===== src/logic/ddr_link_pkg.sv =====
/*
  Shared constants and types for the DDR3L-style memory device logic:
  pin groups, command codes, power states, register map and timing.
  Assumes a 100 MHz system clock and an APB master for configuration.
*/
package ddr_link_pkg;
  localparam int CLK_MHZ = 100;
  // Average refresh interval, normal and hot case temperature
  localparam int REFI_NORM_NS = 7800;
  localparam int REFI_HOT_NS = 3900;
  localparam logic [10:0] REFI_NORM_CYC = 11'(REFI_NORM_NS * CLK_MHZ / 1000);
  localparam logic [10:0] REFI_HOT_CYC = 11'(REFI_HOT_NS * CLK_MHZ / 1000);

  localparam int BANKS = 8;
  localparam int ROW_BITS = 16;
  localparam int COL_BITS = 10;
  // Flop storage keeps only the low column bits of each bank
  localparam int STORE_COL_BITS = 4;
  localparam int STORE_WORDS = BANKS << STORE_COL_BITS;
  localparam int AP_BIT = 10;
  localparam int BC_BIT = 12;
  localparam logic [3:0] BEATS_BL8 = 4'h8;
  localparam logic [3:0] BEATS_BC4 = 4'h4;

  // APB register byte offsets
  localparam logic [11:0] CTRL_OFS = 12'h000;
  localparam logic [11:0] STATUS_OFS = 12'h004;
  localparam logic [11:0] REFCNT_OFS = 12'h008;
  // Control fields
  localparam int CL_LSB = 0;
  localparam int CWL_LSB = 4;
  localparam int AL_LSB = 8;
  localparam int ILV_BIT = 12;
  localparam int BLM_LSB = 13;
  localparam int HOT_BIT = 15;
  // Status fields
  localparam int PWR_LSB = 0;
  localparam int OPEN_LSB = 2;
  localparam int LATE_BIT = 10;
  localparam int SREF_BIT = 11;
  // Values after reset and burst length mode codes
  localparam logic [3:0] CL_RST = 4'hb;
  localparam logic [3:0] CWL_RST = 4'h8;
  localparam logic [3:0] AL_RST = 4'h0;
  localparam logic [1:0] BL_FIXED8 = 2'h0;
  localparam logic [1:0] BL_OTF = 2'h1;
  localparam logic [1:0] BL_FIXED4 = 2'h2;

  // Command code {ras_n, cas_n, we_n}
  typedef enum logic [2:0] {
    CMD_MRS = 3'h0, CMD_REF = 3'h1, CMD_PRE = 3'h2, CMD_ACT = 3'h3,
    CMD_WR = 3'h4, CMD_RD = 3'h5, CMD_ZQ = 3'h6, CMD_NOP = 3'h7
  } cmd_t;

  typedef enum logic [1:0] {PWR_ON, PWR_PPD, PWR_APD, PWR_SREF} pwr_t;

  typedef struct packed {
    logic cke;
    logic cs_n;
    logic ras_n;
    logic cas_n;
    logic we_n;
    logic [2:0] ba;
    logic [ROW_BITS-1:0] addr;
  } cmd_pins_t;

  typedef struct packed {
    logic [7:0] dq;
    logic dqs;
    logic dm;
  } data_in_t;

  typedef struct packed {
    logic [7:0] dq;
    logic dq_oe;
    logic dqs;
    logic dqs_oe;
  } data_out_t;
endpackage


===== src/logic/ddr_link_device.sv =====
/*
  Command, clock and strobe logic of an 8-bank x8 DDR3L-style memory,
  with a small flop store and an APB slave for latency configuration.
  Assumes every memory pin is asynchronous to pclk and far slower than
  it; ck and dqs are oversampled, so link edges must be >= 3 pclk apart.
*/
// Chosen here: the register offsets and register access over APB.
// Operation
// - Commands sampled at ck rising crossing
// - Write data captured on both strobe edges
// - Read strobe edge aligned, write strobe centred
// - Eight independent banks, 64M bytes each; the flop store keeps only 16 bytes of each
// - Burst of eight or chopped four
// - Sequential and interleaved burst ordering
// - Read latency 5 to 11 and 13
// - Write latency 5 to 9
// - Additive latency posts column commands early
// - Auto and self refresh, interval watched
// - Optional auto precharge after each burst
// - Clock enable gates inputs and drivers
// - Clock enable low picks power-down or self-refresh
// - Self-refresh exit needs no clock edge
// - Power-down listens only to ck and cke
// - Self-refresh listens only to cke
// - Chip select high masks the command
// - Masked write beats are discarded
`timescale 1ns/1ps
module ddr_link_device (
  input wire logic pclk, // System clock
  input wire logic presetn, // Async reset, active low
  input wire logic psel, // APB select
  input wire logic penable, // APB enable
  input wire logic pwrite, // APB direction
  input wire logic [11:0] paddr, // APB byte address
  input wire logic [31:0] pwdata, // APB write data
  output logic [31:0] prdata, // APB read data
  output logic pready, // APB ready
  output logic pslverr, // APB error, unmapped address
  input wire logic ck, // Link clock, true
  input wire logic ck_n, // Link clock, complement
  input wire ddr_link_pkg::cmd_pins_t cmd, // Command and address pins
  input wire ddr_link_pkg::data_in_t din, // Data, strobe, mask in
  output ddr_link_pkg::data_out_t dout // Data and strobe drive
);
  import ddr_link_pkg::*;

  function automatic logic [2:0] burst_col(input logic [2:0] start,
                                           input logic [2:0] beat,
                                           input logic ilv);
    logic [1:0] low;
    low = start[1:0] + beat[1:0];
    if (ilv) begin
      burst_col = start ^ beat;
    end else begin
      burst_col = {start[2] ^ beat[2], low};
    end
  endfunction

  function automatic logic [6:0] mem_idx(input logic [2:0] ba,
                                         input logic [3:0] col);
    mem_idx = {ba, col};
  endfunction

  function automatic logic cl_ok(input logic [3:0] v);
    cl_ok = (v >= 4'h5 && v <= 4'hb) || v == 4'hd;
  endfunction

  // Synchronisers, two flops on every pin
  cmd_pins_t cmd_s1, cmd_s2;
  data_in_t din_s1, din_s2;
  logic ck_s1, ck_s2, ck_q, ckn_s1, ckn_s2, dqs_q;

  always_ff @(posedge pclk or negedge presetn) begin
    if (!presetn) begin
      cmd_s1 <= '0;
      cmd_s2 <= '0;
      din_s1 <= '0;
      din_s2 <= '0;
      ck_s1 <= 1'b0;
      ck_s2 <= 1'b0;
      ck_q <= 1'b0;
      ckn_s1 <= 1'b0;
      ckn_s2 <= 1'b0;
      dqs_q <= 1'b0;
    end else begin
      cmd_s1 <= cmd;
      cmd_s2 <= cmd_s1;
      din_s1 <= din;
      din_s2 <= din_s1;
      ck_s1 <= ck;
      ck_s2 <= ck_s1;
      ck_q <= ck_s2;
      ckn_s1 <= ck_n;
      ckn_s2 <= ckn_s1;
      dqs_q <= din_s2.dqs;
    end
  end

  logic ck_rise, ck_fall, dqs_edge;
  assign ck_rise = ck_s2 & ~ck_q & ~ckn_s2;
  assign ck_fall = ~ck_s2 & ck_q;
  assign dqs_edge = din_s2.dqs ^ dqs_q;

  // Configuration and APB slave
  logic [3:0] cl, cwl, al;
  logic ilv, hot;
  logic [1:0] blm;
  logic [3:0] next_cl, next_cwl, next_al;
  logic next_ilv, next_hot;
  logic [1:0] next_blm;
  logic [31:0] next_prdata, rd_val;
  logic next_pready, next_pslverr, apb_wr, clr_late, mapped;
  pwr_t pwr;
  logic [BANKS-1:0] open;
  logic late;
  logic [15:0] ref_cnt;

  always_comb begin
    next_cl = cl;
    next_cwl = cwl;
    next_al = al;
    next_ilv = ilv;
    next_hot = hot;
    next_blm = blm;
    mapped = paddr == CTRL_OFS || paddr == STATUS_OFS ||
             paddr == REFCNT_OFS;
    rd_val = '0;
    case (paddr)
      CTRL_OFS: begin
        rd_val[CL_LSB +: 4] = cl;
        rd_val[CWL_LSB +: 4] = cwl;
        rd_val[AL_LSB +: 4] = al;
        rd_val[ILV_BIT] = ilv;
        rd_val[BLM_LSB +: 2] = blm;
        rd_val[HOT_BIT] = hot;
      end
      STATUS_OFS: begin
        rd_val[PWR_LSB +: 2] = pwr;
        rd_val[OPEN_LSB +: BANKS] = open;
        rd_val[LATE_BIT] = late;
        rd_val[SREF_BIT] = pwr == PWR_SREF;
      end
      REFCNT_OFS: rd_val[15:0] = ref_cnt;
      default: rd_val = '0;
    endcase
    next_pready = psel & penable & ~pready;
    next_pslverr = next_pready & ~mapped;
    next_prdata = (next_pready & ~pwrite) ? rd_val : '0;
    apb_wr = psel & penable & pready & pwrite;
    clr_late = apb_wr && paddr == STATUS_OFS && pwdata[LATE_BIT];
    if (apb_wr && paddr == CTRL_OFS) begin
      // Unsupported latencies are dropped, old value kept
      if (cl_ok(pwdata[CL_LSB +: 4])) begin
        next_cl = pwdata[CL_LSB +: 4];
      end
      if (pwdata[CWL_LSB +: 4] >= 4'h5 && pwdata[CWL_LSB +: 4] <= 4'h9) begin
        next_cwl = pwdata[CWL_LSB +: 4];
      end
      next_al = pwdata[AL_LSB +: 4];
      next_ilv = pwdata[ILV_BIT];
      next_blm = pwdata[BLM_LSB +: 2];
      next_hot = pwdata[HOT_BIT];
    end
  end

  always_ff @(posedge pclk or negedge presetn) begin
    if (!presetn) begin
      cl <= CL_RST;
      cwl <= CWL_RST;
      al <= AL_RST;
      ilv <= 1'b0;
      hot <= 1'b0;
      blm <= BL_FIXED8;
      prdata <= '0;
      pready <= 1'b0;
      pslverr <= 1'b0;
    end else begin
      cl <= next_cl;
      cwl <= next_cwl;
      al <= next_al;
      ilv <= next_ilv;
      hot <= next_hot;
      blm <= next_blm;
      prdata <= next_prdata;
      pready <= next_pready;
      pslverr <= next_pslverr;
    end
  end

  // Command decode, banks, power and refresh
  cmd_t op;
  pwr_t next_pwr;
  logic [BANKS-1:0] next_open;
  logic cke_q, next_cke_q, next_late, armed, next_armed;
  logic [15:0] next_ref_cnt;
  logic [10:0] refi_cnt, next_refi_cnt, refi_lim;
  logic cs_sel, cmd_valid, refresh_now, len4_cmd, rd_go, wr_go;
  logic rd_busy, wr_busy, rd_close, wr_close;
  logic [2:0] rd_bank, wr_bank;

  assign op = cmd_t'({cmd_s2.ras_n, cmd_s2.cas_n, cmd_s2.we_n});
  assign cs_sel = ck_rise & ~cmd_s2.cs_n;
  // Host must hold cke over the previous and current edge
  assign cmd_valid = cs_sel & pwr == PWR_ON & cke_q & cmd_s2.cke;
  assign refresh_now = cmd_valid && op == CMD_REF && open == '0;
  assign len4_cmd = blm == BL_FIXED4 ||
                    (blm == BL_OTF && !cmd_s2.addr[BC_BIT]);
  assign rd_go = cmd_valid && op == CMD_RD && open[cmd_s2.ba] && !rd_busy;
  assign wr_go = cmd_valid && op == CMD_WR && open[cmd_s2.ba] && !wr_busy;
  assign refi_lim = hot ? REFI_HOT_CYC : REFI_NORM_CYC;

  always_comb begin
    next_pwr = pwr;
    next_open = open;
    next_cke_q = cke_q;
    next_armed = armed;
    next_ref_cnt = ref_cnt;
    next_refi_cnt = refi_cnt;
    if (ck_rise) begin
      next_cke_q = cmd_s2.cke;
    end
    case (pwr)
      PWR_ON: begin
        if (ck_rise & cke_q & ~cmd_s2.cke) begin
          if (cs_sel && op == CMD_REF && open == '0) begin
            next_pwr = PWR_SREF;
          end else if (|open) begin
            next_pwr = PWR_APD;
          end else begin
            next_pwr = PWR_PPD;
          end
        end
      end
      // Only ck and cke are looked at here
      PWR_PPD, PWR_APD: begin
        if (ck_rise & cmd_s2.cke) begin
          next_pwr = PWR_ON;
        end
      end
      // Clock may stand still; cke alone wakes the device
      PWR_SREF: begin
        if (cmd_s2.cke) begin
          next_pwr = PWR_ON;
          next_cke_q = 1'b1;
        end
      end
      default: next_pwr = PWR_ON;
    endcase
    if (cmd_valid) begin
      case (op)
        CMD_ACT: next_open[cmd_s2.ba] = 1'b1;
        CMD_PRE: begin
          if (cmd_s2.addr[AP_BIT]) begin
            next_open = '0;
          end else begin
            next_open[cmd_s2.ba] = 1'b0;
          end
        end
        default: next_open = next_open;
      endcase
    end
    if (rd_close) begin
      next_open[rd_bank] = 1'b0;
    end
    if (wr_close) begin
      next_open[wr_bank] = 1'b0;
    end
    // Self-refresh refreshes internally, so the interval restarts
    if (refresh_now || pwr == PWR_SREF) begin
      next_refi_cnt = '0;
      if (refresh_now) begin
        next_armed = 1'b1;
        next_ref_cnt = ref_cnt + 16'h0001;
      end
    end else if (armed && refi_cnt < refi_lim) begin
      next_refi_cnt = refi_cnt + 11'h001;
    end
    // A new overdue event beats a clear in the same cycle
    // Compare is >= so a shorter hot interval cannot be stepped over
    next_late = (late & ~clr_late) | (armed && refi_cnt >= refi_lim);
  end

  always_ff @(posedge pclk or negedge presetn) begin
    if (!presetn) begin
      pwr <= PWR_ON;
      open <= '0;
      cke_q <= 1'b0;
      late <= 1'b0;
      armed <= 1'b0;
      ref_cnt <= '0;
      refi_cnt <= '0;
    end else begin
      pwr <= next_pwr;
      open <= next_open;
      cke_q <= next_cke_q;
      late <= next_late;
      armed <= next_armed;
      ref_cnt <= next_ref_cnt;
      refi_cnt <= next_refi_cnt;
    end
  end

  // Write path and flop store
  logic [7:0] mem [STORE_WORDS];
  logic [7:0] next_mem [STORE_WORDS];
  logic wr_open, next_wr_open, next_wr_busy, wr_len4, next_wr_len4;
  logic wr_ap, next_wr_ap, wr_ilv, next_wr_ilv, wr_last;
  logic [4:0] wr_wait, next_wr_wait;
  logic [3:0] wr_beat, next_wr_beat;
  logic [2:0] next_wr_bank;
  logic [3:0] wr_col, next_wr_col;

  assign wr_last = wr_beat == (wr_len4 ? BEATS_BC4 : BEATS_BL8) - 4'h1;
  // Beats arrive on strobe edges only while input buffers are on
  assign wr_close = wr_open & dqs_edge & cmd_s2.cke & wr_last & wr_ap;

  always_comb begin
    next_mem = mem;
    next_wr_open = wr_open;
    next_wr_busy = wr_busy;
    next_wr_len4 = wr_len4;
    next_wr_ap = wr_ap;
    next_wr_ilv = wr_ilv;
    next_wr_wait = wr_wait;
    next_wr_beat = wr_beat;
    next_wr_bank = wr_bank;
    next_wr_col = wr_col;
    if (wr_go) begin
      next_wr_busy = 1'b1;
      next_wr_wait = {1'b0, al} + {1'b0, cwl};
      next_wr_len4 = len4_cmd;
      next_wr_ap = cmd_s2.addr[AP_BIT];
      next_wr_ilv = ilv;
      next_wr_bank = cmd_s2.ba;
      next_wr_col = cmd_s2.addr[STORE_COL_BITS-1:0];
    end else if (wr_busy && !wr_open && ck_rise) begin
      next_wr_wait = wr_wait - 5'h01;
      if (wr_wait == 5'h01) begin
        next_wr_open = 1'b1;
        next_wr_beat = '0;
      end
    end
    // Strobe is centred on data, so dq is settled at its edge
    if (wr_open && dqs_edge && cmd_s2.cke) begin
      if (!din_s2.dm) begin
        next_mem[mem_idx(wr_bank, {wr_col[3], burst_col(wr_col[2:0],
          wr_beat[2:0], wr_ilv)})] = din_s2.dq;
      end
      next_wr_beat = wr_beat + 4'h1;
      if (wr_last) begin
        next_wr_open = 1'b0;
        next_wr_busy = 1'b0;
      end
    end
  end

  always_ff @(posedge pclk or negedge presetn) begin
    if (!presetn) begin
      for (int i = 0; i < STORE_WORDS; i++) begin
        mem[i] <= '0;
      end
      wr_open <= 1'b0;
      wr_busy <= 1'b0;
      wr_len4 <= 1'b0;
      wr_ap <= 1'b0;
      wr_ilv <= 1'b0;
      wr_wait <= '0;
      wr_beat <= '0;
      wr_bank <= '0;
      wr_col <= '0;
    end else begin
      mem <= next_mem;
      wr_open <= next_wr_open;
      wr_busy <= next_wr_busy;
      wr_len4 <= next_wr_len4;
      wr_ap <= next_wr_ap;
      wr_ilv <= next_wr_ilv;
      wr_wait <= next_wr_wait;
      wr_beat <= next_wr_beat;
      wr_bank <= next_wr_bank;
      wr_col <= next_wr_col;
    end
  end

  // Read path, strobe follows ck so it is edge aligned with data
  data_out_t next_dout;
  logic rd_act, next_rd_act, next_rd_busy, rd_len4, next_rd_len4;
  logic rd_ap, next_rd_ap, rd_ilv, next_rd_ilv, rd_end;
  logic [4:0] rd_wait, next_rd_wait;
  logic [3:0] rd_beat, next_rd_beat, rd_col, next_rd_col;
  logic [2:0] next_rd_bank;

  assign rd_end = rd_beat == (rd_len4 ? BEATS_BC4 : BEATS_BL8);
  assign rd_close = rd_act & (ck_rise | ck_fall) & rd_end & rd_ap;

  always_comb begin
    next_dout = dout;
    next_rd_act = rd_act;
    next_rd_busy = rd_busy;
    next_rd_len4 = rd_len4;
    next_rd_ap = rd_ap;
    next_rd_ilv = rd_ilv;
    next_rd_wait = rd_wait;
    next_rd_beat = rd_beat;
    next_rd_bank = rd_bank;
    next_rd_col = rd_col;
    if (rd_go) begin
      next_rd_busy = 1'b1;
      next_rd_wait = {1'b0, al} + {1'b0, cl};
      next_rd_len4 = len4_cmd;
      next_rd_ap = cmd_s2.addr[AP_BIT];
      next_rd_ilv = ilv;
      next_rd_bank = cmd_s2.ba;
      next_rd_col = cmd_s2.addr[STORE_COL_BITS-1:0];
    end else if (rd_busy && !rd_act && ck_rise) begin
      next_rd_wait = rd_wait - 5'h01;
      if (rd_wait == 5'h01) begin
        next_rd_act = 1'b1;
        next_rd_beat = 4'h0;
      end
    end
    if ((rd_act || next_rd_act) && (ck_rise || ck_fall)) begin
      if (rd_act && rd_end) begin
        next_rd_act = 1'b0;
        next_rd_busy = 1'b0;
        next_dout = '0;
      end else begin
        next_dout.dq = mem[mem_idx(rd_bank, {rd_col[3], burst_col(
          rd_col[2:0], next_rd_beat[2:0], rd_ilv)})];
        next_dout.dqs = ck_rise;
        next_dout.dq_oe = 1'b1;
        next_dout.dqs_oe = 1'b1;
        next_rd_beat = next_rd_beat + 4'h1;
      end
    end
    // Drivers off whenever cke is low
    if (!cmd_s2.cke) begin
      next_dout.dq_oe = 1'b0;
      next_dout.dqs_oe = 1'b0;
    end
  end

  always_ff @(posedge pclk or negedge presetn) begin
    if (!presetn) begin
      dout <= '0;
      rd_act <= 1'b0;
      rd_busy <= 1'b0;
      rd_len4 <= 1'b0;
      rd_ap <= 1'b0;
      rd_ilv <= 1'b0;
      rd_wait <= '0;
      rd_beat <= '0;
      rd_bank <= '0;
      rd_col <= '0;
    end else begin
      dout <= next_dout;
      rd_act <= next_rd_act;
      rd_busy <= next_rd_busy;
      rd_len4 <= next_rd_len4;
      rd_ap <= next_rd_ap;
      rd_ilv <= next_rd_ilv;
      rd_wait <= next_rd_wait;
      rd_beat <= next_rd_beat;
      rd_bank <= next_rd_bank;
      rd_col <= next_rd_col;
    end
  end
endmodule


===== config.mk =====
export PLATFORM = sky130hd
export DESIGN_NAME = ddr_link_device
export DESIGN_NICKNAME = d
export VERILOG_FILES = /design/src/logic/ddr_link_pkg.sv /design/src/logic/ddr_link_device.sv
export SDC_FILE = /design/constraint.sdc
export NUM_CORES = 2
export LEC_CHECK = 0
export BUFFER_PORTS_ARGS = -buffer_cell sky130_fd_sc_hd__buf_4
export CAP_MARGIN = 20
export CORE_MARGIN = 4
export CORE_UTILIZATION = 46
export CTS_BUF_LIST = sky130_fd_sc_hd__clkbuf_2
export DETAILED_ROUTE_END_ITERATION = 8
export GPL_TIMING_DRIVEN = 0
export REMOVE_ABC_BUFFERS = 1
export SLEW_MARGIN = 20
export SYNTH_ARGS = -nofsm -noshare
export SYNTH_HDL_FRONTEND = slang
export SYNTH_SLANG_ARGS = --single-unit

===== constraint.sdc =====
create_clock -name pclk -period 5.8 [get_ports pclk]
set_input_delay 1.16 -clock pclk [delete_from_list [all_inputs] [get_ports pclk]]
set_output_delay 1.16 -clock pclk [all_outputs]
set_load 0.01 [all_outputs]

Word level (Yosys, flattened, before mapping)
Cells that the tools add are included.

Add/subtract/negate cells: 11. Magnitude comparators: 15. Eq/ne operators: 22. Multiplexer cells: 75. Bitwise operators: 50. Reductions and logical operators: 58.

Operators with widths (count): $bwmux W1024 (1); $bmux W8 S7 (1); $demux W8 S7 (1); $mux W8 (7); $mux W4 (11); $pmux W12 S3 (1); $mux W11 (3); $logic_and A1 B1 Y1 (30); $mux W1 (25); $and A1 B1 Y1 (24); $and A8 B8 Y8 (3); $not A8 Y8 (3); $mux W3 (7); $mux W5 (4); $add A16 B1 Y16 const B (1); $ge A8 B8 Y1 const B (2); $mux W16 (1); $not A7 Y8 (2); $pmux W8 S2 (1); $eq A12 B3 Y1 const B (1); $eq A12 B4 Y1 const B (1); $logic_not A12 Y1 (1); $lt A3 B4 Y1 const B (3); $add A11 B1 Y11 const B (1); 41 further kinds (96).

Bits in registers: 1219. Input port bits: 85. Output and inout bits: 45. Logic and storage cells: 423.

Logic depth before layout (Yosys ltp)
Depth in word-level cells: 22. Depth in mapped cells: 19. Depth with buffers taken out: 15.

Worst setup path before layout
Ideal clock, no wire load.

Kind: register to register. From: register ck_q. To: register dout[8] in the netlist's numbering. Setup time: 95 ps. Arrival: 3930 ps. Data required time: 5705 ps. Path slack: 1775 ps. Stages on the path, launching flop included: 18. Path buffers: 4. Period minus slack after synthesis: 4025 ps. Cells stage by stage: dfrtp_1 or3b_1 buf_2 nor3_1 nor2b_1 ha_1 nor2b_1 xnor2_1 xnor2_1 clkbuf_1 clkbuf_1 clkbuf_1 nand2_1 nand3_1 a31oi_1 nor4_1 o21ai_0 o31ai_1.

Word-level cells in the longest chain between the ends: 20. Elaborated cells between the ends (all ways): 30. Those cells by class: add/sub (1); mux (11); bitwise (11); reduce/logical (7).

RTL lines: from (decl) (line ddr_link_device.sv:71) `logic ck_s1, ck_s2, ck_q, ckn_s1, ckn_s2, dqs_q;`; from (signal assigned) (line ddr_link_device.sv:92) `ck_q <= ck_s2;`; $not A1 Y1 (line ddr_link_device.sv:100) `assign ck_rise = ck_s2 & ~ck_q & ~ckn_s2;`; $and A1 B1 Y1 (2 in a row) (line ddr_link_device.sv:100); $and A1 B1 Y1 (line ddr_link_device.sv:202) `assign cs_sel = ck_rise & ~cmd_s2.cs_n;`; $and A1 B1 Y1 (3 in a row) (line ddr_link_device.sv:204) `assign cmd_valid = cs_sel & pwr == PWR_ON & cke_q & cmd_s2.cke;`; $logic_and A1 B1 Y1 (3 in a row) (line ddr_link_device.sv:208) `assign rd_go = cmd_valid && op == CMD_RD && open[cmd_s2.ba] && !rd_busy;`; $mux W4 (line ddr_link_device.sv:407) `if (rd_go) begin`; $add A2 B2 Y2 (tied with other cells) (line ddr_link_device.sv:51) `low = start[1:0] + beat[1:0];`; $mux W3 (line ddr_link_device.sv:52) `if (ilv) begin`; $mux W3 (line ddr_link_device.sv:423) `if (rd_act && rd_end) begin`; $mux W3 (line ddr_link_device.sv:422) `if ((rd_act || next_rd_act) && (ck_rise || ck_fall)) begin`; $not A7 Y8 (not written as such) (line ddr_link_device.sv:428) `next_dout.dq = mem[mem_idx(rd_bank, {rd_col[3], burst_col(`; $bmux W8 S7 (line ddr_link_device.sv:428); $mux W8 (not written as such) (2 in a row) (line ddr_link_device.sv:428); $mux W11 (line ddr_link_device.sv:423); to (signal assigned) (line ddr_link_device.sv:456) `dout <= next_dout;`; to (decl) (line ddr_link_device.sv:43) `output ddr_link_pkg::data_out_t dout`.

Parallel ways exist; a longest one is shown, timed or not. The select of a mux whose other input is x is not followed. A chain may end at the register's enable or synchronous reset.

Worst setup path after layout
From: register rd_wait[1]. To: register dout[6] in the netlist's numbering.

Word-level cells in the longest chain between the ends: 13. Elaborated cells between the ends (all ways): 20. Those cells by class: add/sub (1); eq/ne (1); mux (13); bitwise (3); reduce/logical (2).

RTL lines: from (decl) (line ddr_link_device.sv:389) `logic [4:0] rd_wait, next_rd_wait;`; from (signal assigned) (line ddr_link_device.sv:462) `rd_wait <= next_rd_wait;`; $eq A5 B1 Y1 (*) (line ddr_link_device.sv:417) `if (rd_wait == 5'h01) begin`; $mux W4 (line ddr_link_device.sv:417); $mux W4 (line ddr_link_device.sv:415) `end else if (rd_busy && !rd_act && ck_rise) begin`; $mux W4 (line ddr_link_device.sv:407); $add A2 B2 Y2 (tied with other cells) (line ddr_link_device.sv:51); $mux W3 (line ddr_link_device.sv:52); $mux W3 (line ddr_link_device.sv:423); $mux W3 (line ddr_link_device.sv:422); $not A7 Y8 (not written as such) (line ddr_link_device.sv:428); $bmux W8 S7 (line ddr_link_device.sv:428); $mux W8 (not written as such) (2 in a row) (line ddr_link_device.sv:428); $mux W11 (line ddr_link_device.sv:423).

Every way passes the cells marked *; elsewhere a longest branch is shown, timed or not. The select of a mux whose other input is x is not followed.

==> flow_metrics.env <==
export IMPL_worst_pin_slew_ns=1.31
export IMPL_path_class="flip-flop to flip-flop"
export IMPL_p_leak_uw=0.0299
export IMPL_vias=37000
export IMPL_yosysWarnings=0
export IMPL_path_clk_slew_ns=0.10
export IMPL_pin_count=130
export IMPL_crit_chain="inv_1 > ha_1 > or3b_1 > nor3_4 > nor2b_1 > ha_4 > buf_16 > inv_2 > buf_12 > nor2_4 > buf_12 > buf_16 > a32oi_1 > o21ai_0 > a32oi_1 > a32o_1"
export IMPL_worstPathRequired_ns=7.28
export IMPL_gp_congestion=0.811
export IMPL_fin_crit_ns=5.55
export IMPL_crit_fanout=38
export IMPL_setup_violations=0
export IMPL_grt_usage_pct=25.1
export IMPL_grt_first_pass_wirelength_mm=240
export IMPL_ys_seq_area_share_pct=54.5
export IMPL_hold_start="cmd[12]"
export IMPL_synth_area_um2=55300
export IMPL_cp_depth=16
export IMPL_rsz0062_at_grt="false"
export IMPL_cts_inserted_buffers=338
export IMPL_synthFlopType="dfrtp_1"
export IMPL_hold_viol_final=0
export IMPL_cts_tree="done"
export IMPL_drtAntennaViolNets=0
export IMPL_cp_slowest_cell="ha_4"
export IMPL_skew_ns=0.132
export IMPL_dp_hpwl_mm=104
export IMPL_htreeDepth=5
export IMPL_totalWireLength_mm=157
export IMPL_fp_dieH_um=355
export IMPL_status="finished clean"
export IMPL_wl_per_cell_um=24.4
export IMPL_syn_avg_cell_area_um2=12.9
export IMPL_cpLargestDelayFamily="simple AND/OR/NAND/NOR gates"
export IMPL_pwr_density_cell_nw_per_um2=239
export IMPL_fill_cells=10400
export IMPL_cp_end_kind="flip-flop"
export IMPL_vias_per_cell=5.74
export IMPL_drc=0
export IMPL_finalPower_uw=14900
export IMPL_worstReg2RegStart="rd_wait[1]"
export IMPL_synth_cell_types=69
export IMPL_cts_root_buffer="clkbuf_2"
export IMPL_grt_overflow=0
export IMPL_insertion_delay_ns=1.61
export IMPL_die_area_um2=126000
export IMPL_synth_edf_count=0
export IMPL_hold_worst_slack_ns=0.251
export IMPL_initial_core_util_pct=46.6
export IMPL_reg2reg_depth=16
export IMPL_max_freq_ghz=0.180
export IMPL_post_cts_buffers=0
export IMPL_drt_pass1_iterations=6
export IMPL_finalMaxSlewViolations=0
export IMPL_maxSlewHeadroom_pct=12.3
export IMPL_die_w_um=355
export IMPL_crit_start="rd_wait[1]"
export IMPL_clock_path_buffers=4
export IMPL_hold_depth=2
export IMPL_finalNetCount=4723
export IMPL_cts_sinks=1204
export IMPL_numPortBuffers=87
export IMPL_grt_pass1_vias=38200
export IMPL_critPathMaxStageDelay_ns=0.76
export IMPL_async_flop_share_pct=100
export IMPL_ir_drop_mv=0.194
export IMPL_grt_max_degree=145
export IMPL_cp_buffers_inverters=6
export IMPL_ys_ff_latch=1204
export IMPL_fp_coreArea_um2=119000
export IMPL_drive_gt1_share_pct=38.9
export IMPL_period_share_pct=95.6
export IMPL_start_kind="flip-flop"
export IMPL_drt_iter0_markers=2692
export IMPL_synthesis_instances=4283
export IMPL_area_growth_pct=12.6
export IMPL_arrival_ns=7.02
export IMPL_min_path_type="primary input to flip-flop"
export IMPL_cap_violations=0
export IMPL_grt_antenna_before_repair=6
export IMPL_rows=126
==> power breakdown <==
group | leakage, uW | total [uW] | internal [uW] | switching [uW]
registers | 0.0167 | 8490 | 8420 | 62.1
clock network | 0.00228 | 5880 | 2370 | 3510
logic | 0.0110 | 489 | 145 | 344
==> worst paths after layout <==
check                      slack, ns          to
max in group asynchronous       3.58   din_s2[4]
min in group asynchronous       0.28  prdata[11]
hold reg to reg                 0.33   cmd_s2[3]
setup / recovery                0.25     dout[6]
setup reg to reg                0.25     dout[6]
hold / removal                  0.25  cmd_s1[12]
==> synth_stat cells, drive strengths merged, types with 47 or more instances <==
cell,count,area share [%]
dfrtp,1200,54
mux2,1025,21
nand2,557,3.8
nor2,232,1.6
clkbuf,206,1.4
mux4,139,6.0
nand3,111,1.0
mux2i,89,1.6
buf,79,1.3
a32oi,70,1.1
a21oi,69,0.62
o21ai,62,0.56
nand4,53,0.60
nor3,47,0.43
==> state kept, by name, indices dropped and copies added, names as in the netlist, 5 cells and up <==
register	cells
mem	1024
prdata	16
ref_cnt	16
cmd_s1	14
cmd_s2	14
refi_cnt	11
din_s1	10
din_s2	10
dout	10
open	8
rd_wait	5
wr_wait	5
==> per-stage QoR <==
| step | utilization [%] | std cells | worst slack, ns | instance area (um2) | setup TNS [ns] |
|---|---|---|---|---|---|
| 2_1_floorplan | - | 4013 | -6.19 | 53900 | -48.55 |
| 3_3_place_gp | 47.6 | 5700 | -33.09 | 56500 | - |
| 3_5_place_dp | 49.4 | 5800 | -0.987 | 58700 | -1.30 |
| 4_1_cts | 52.4 | 6438 | 0.0731 | 62200 | 0 |
| 5_1_grt | 52.5 | 6441 | 0.0762 | 62300 | 0 |
| 6_report | 52.5 | 6442 | 0.253 | 62300 | 0 |
==> per-layer routing <==
layer	wire length (um)	global-route usage [%]
met4	5380	10.0
met2	72100	38.5
met3	12400	7.31
met1	67300	33.8
met5	27	0
==> layout make-up <==
type	count	area [um2]	share of cell area (%)
multi-input combinational	2776	23800	38.2
timing repair buffer	258	3370	5.41
clock buffer	519	2600	4.17
tap	1600	2000	3.21
sequential	1204	30200	48.4
antenna	2	5.00	0.00804
inverter	33	124	0.199
clock inverter	50	221	0.356
==> cell families after synthesis <==
kind of cell | count (synthesis) | share of synthesized area [%]
muxes | 1253 | 28.5
buffers and inverters | 318 | 2.95
DFF | 1204 | 54.5
adders and majority gates | 27 | 0.638
AOI/OAI and AO/OA | 326 | 3.98
xor gates and xnor gates | 45 | 0.747
other | 1 | 0.00678
and+or+nand+nor | 1109 | 8.70
==> placed cells by master, fill, tap and decap left out, types with 24 or more instances in the layout <==
master and n:
a21oi_1 69, a31oi_1 27, a32oi_1 70, buf_16 48, buf_4 92, buf_6 27
clkbuf_2 519, clkinv_1 37, dfrtp_1 1190, dlygate4sd3_1 69, ha_1 24, inv_1 32
mux2_2 1025, mux2i_1 89, mux4_1 53, mux4_2 85, nand2_1 556, nand3_1 110
nand4_1 53, nor2_1 227, nor3_1 40, o21ai_0 55, o22ai_1 37
==> timing repair <==
action,in CTS,in global routing
hold endpoints to repair,464,0
hold buffers,69,0
gates resized for setup,6,2
setup endpoints to repair,3,1
(Power assumes the default switching activity.)
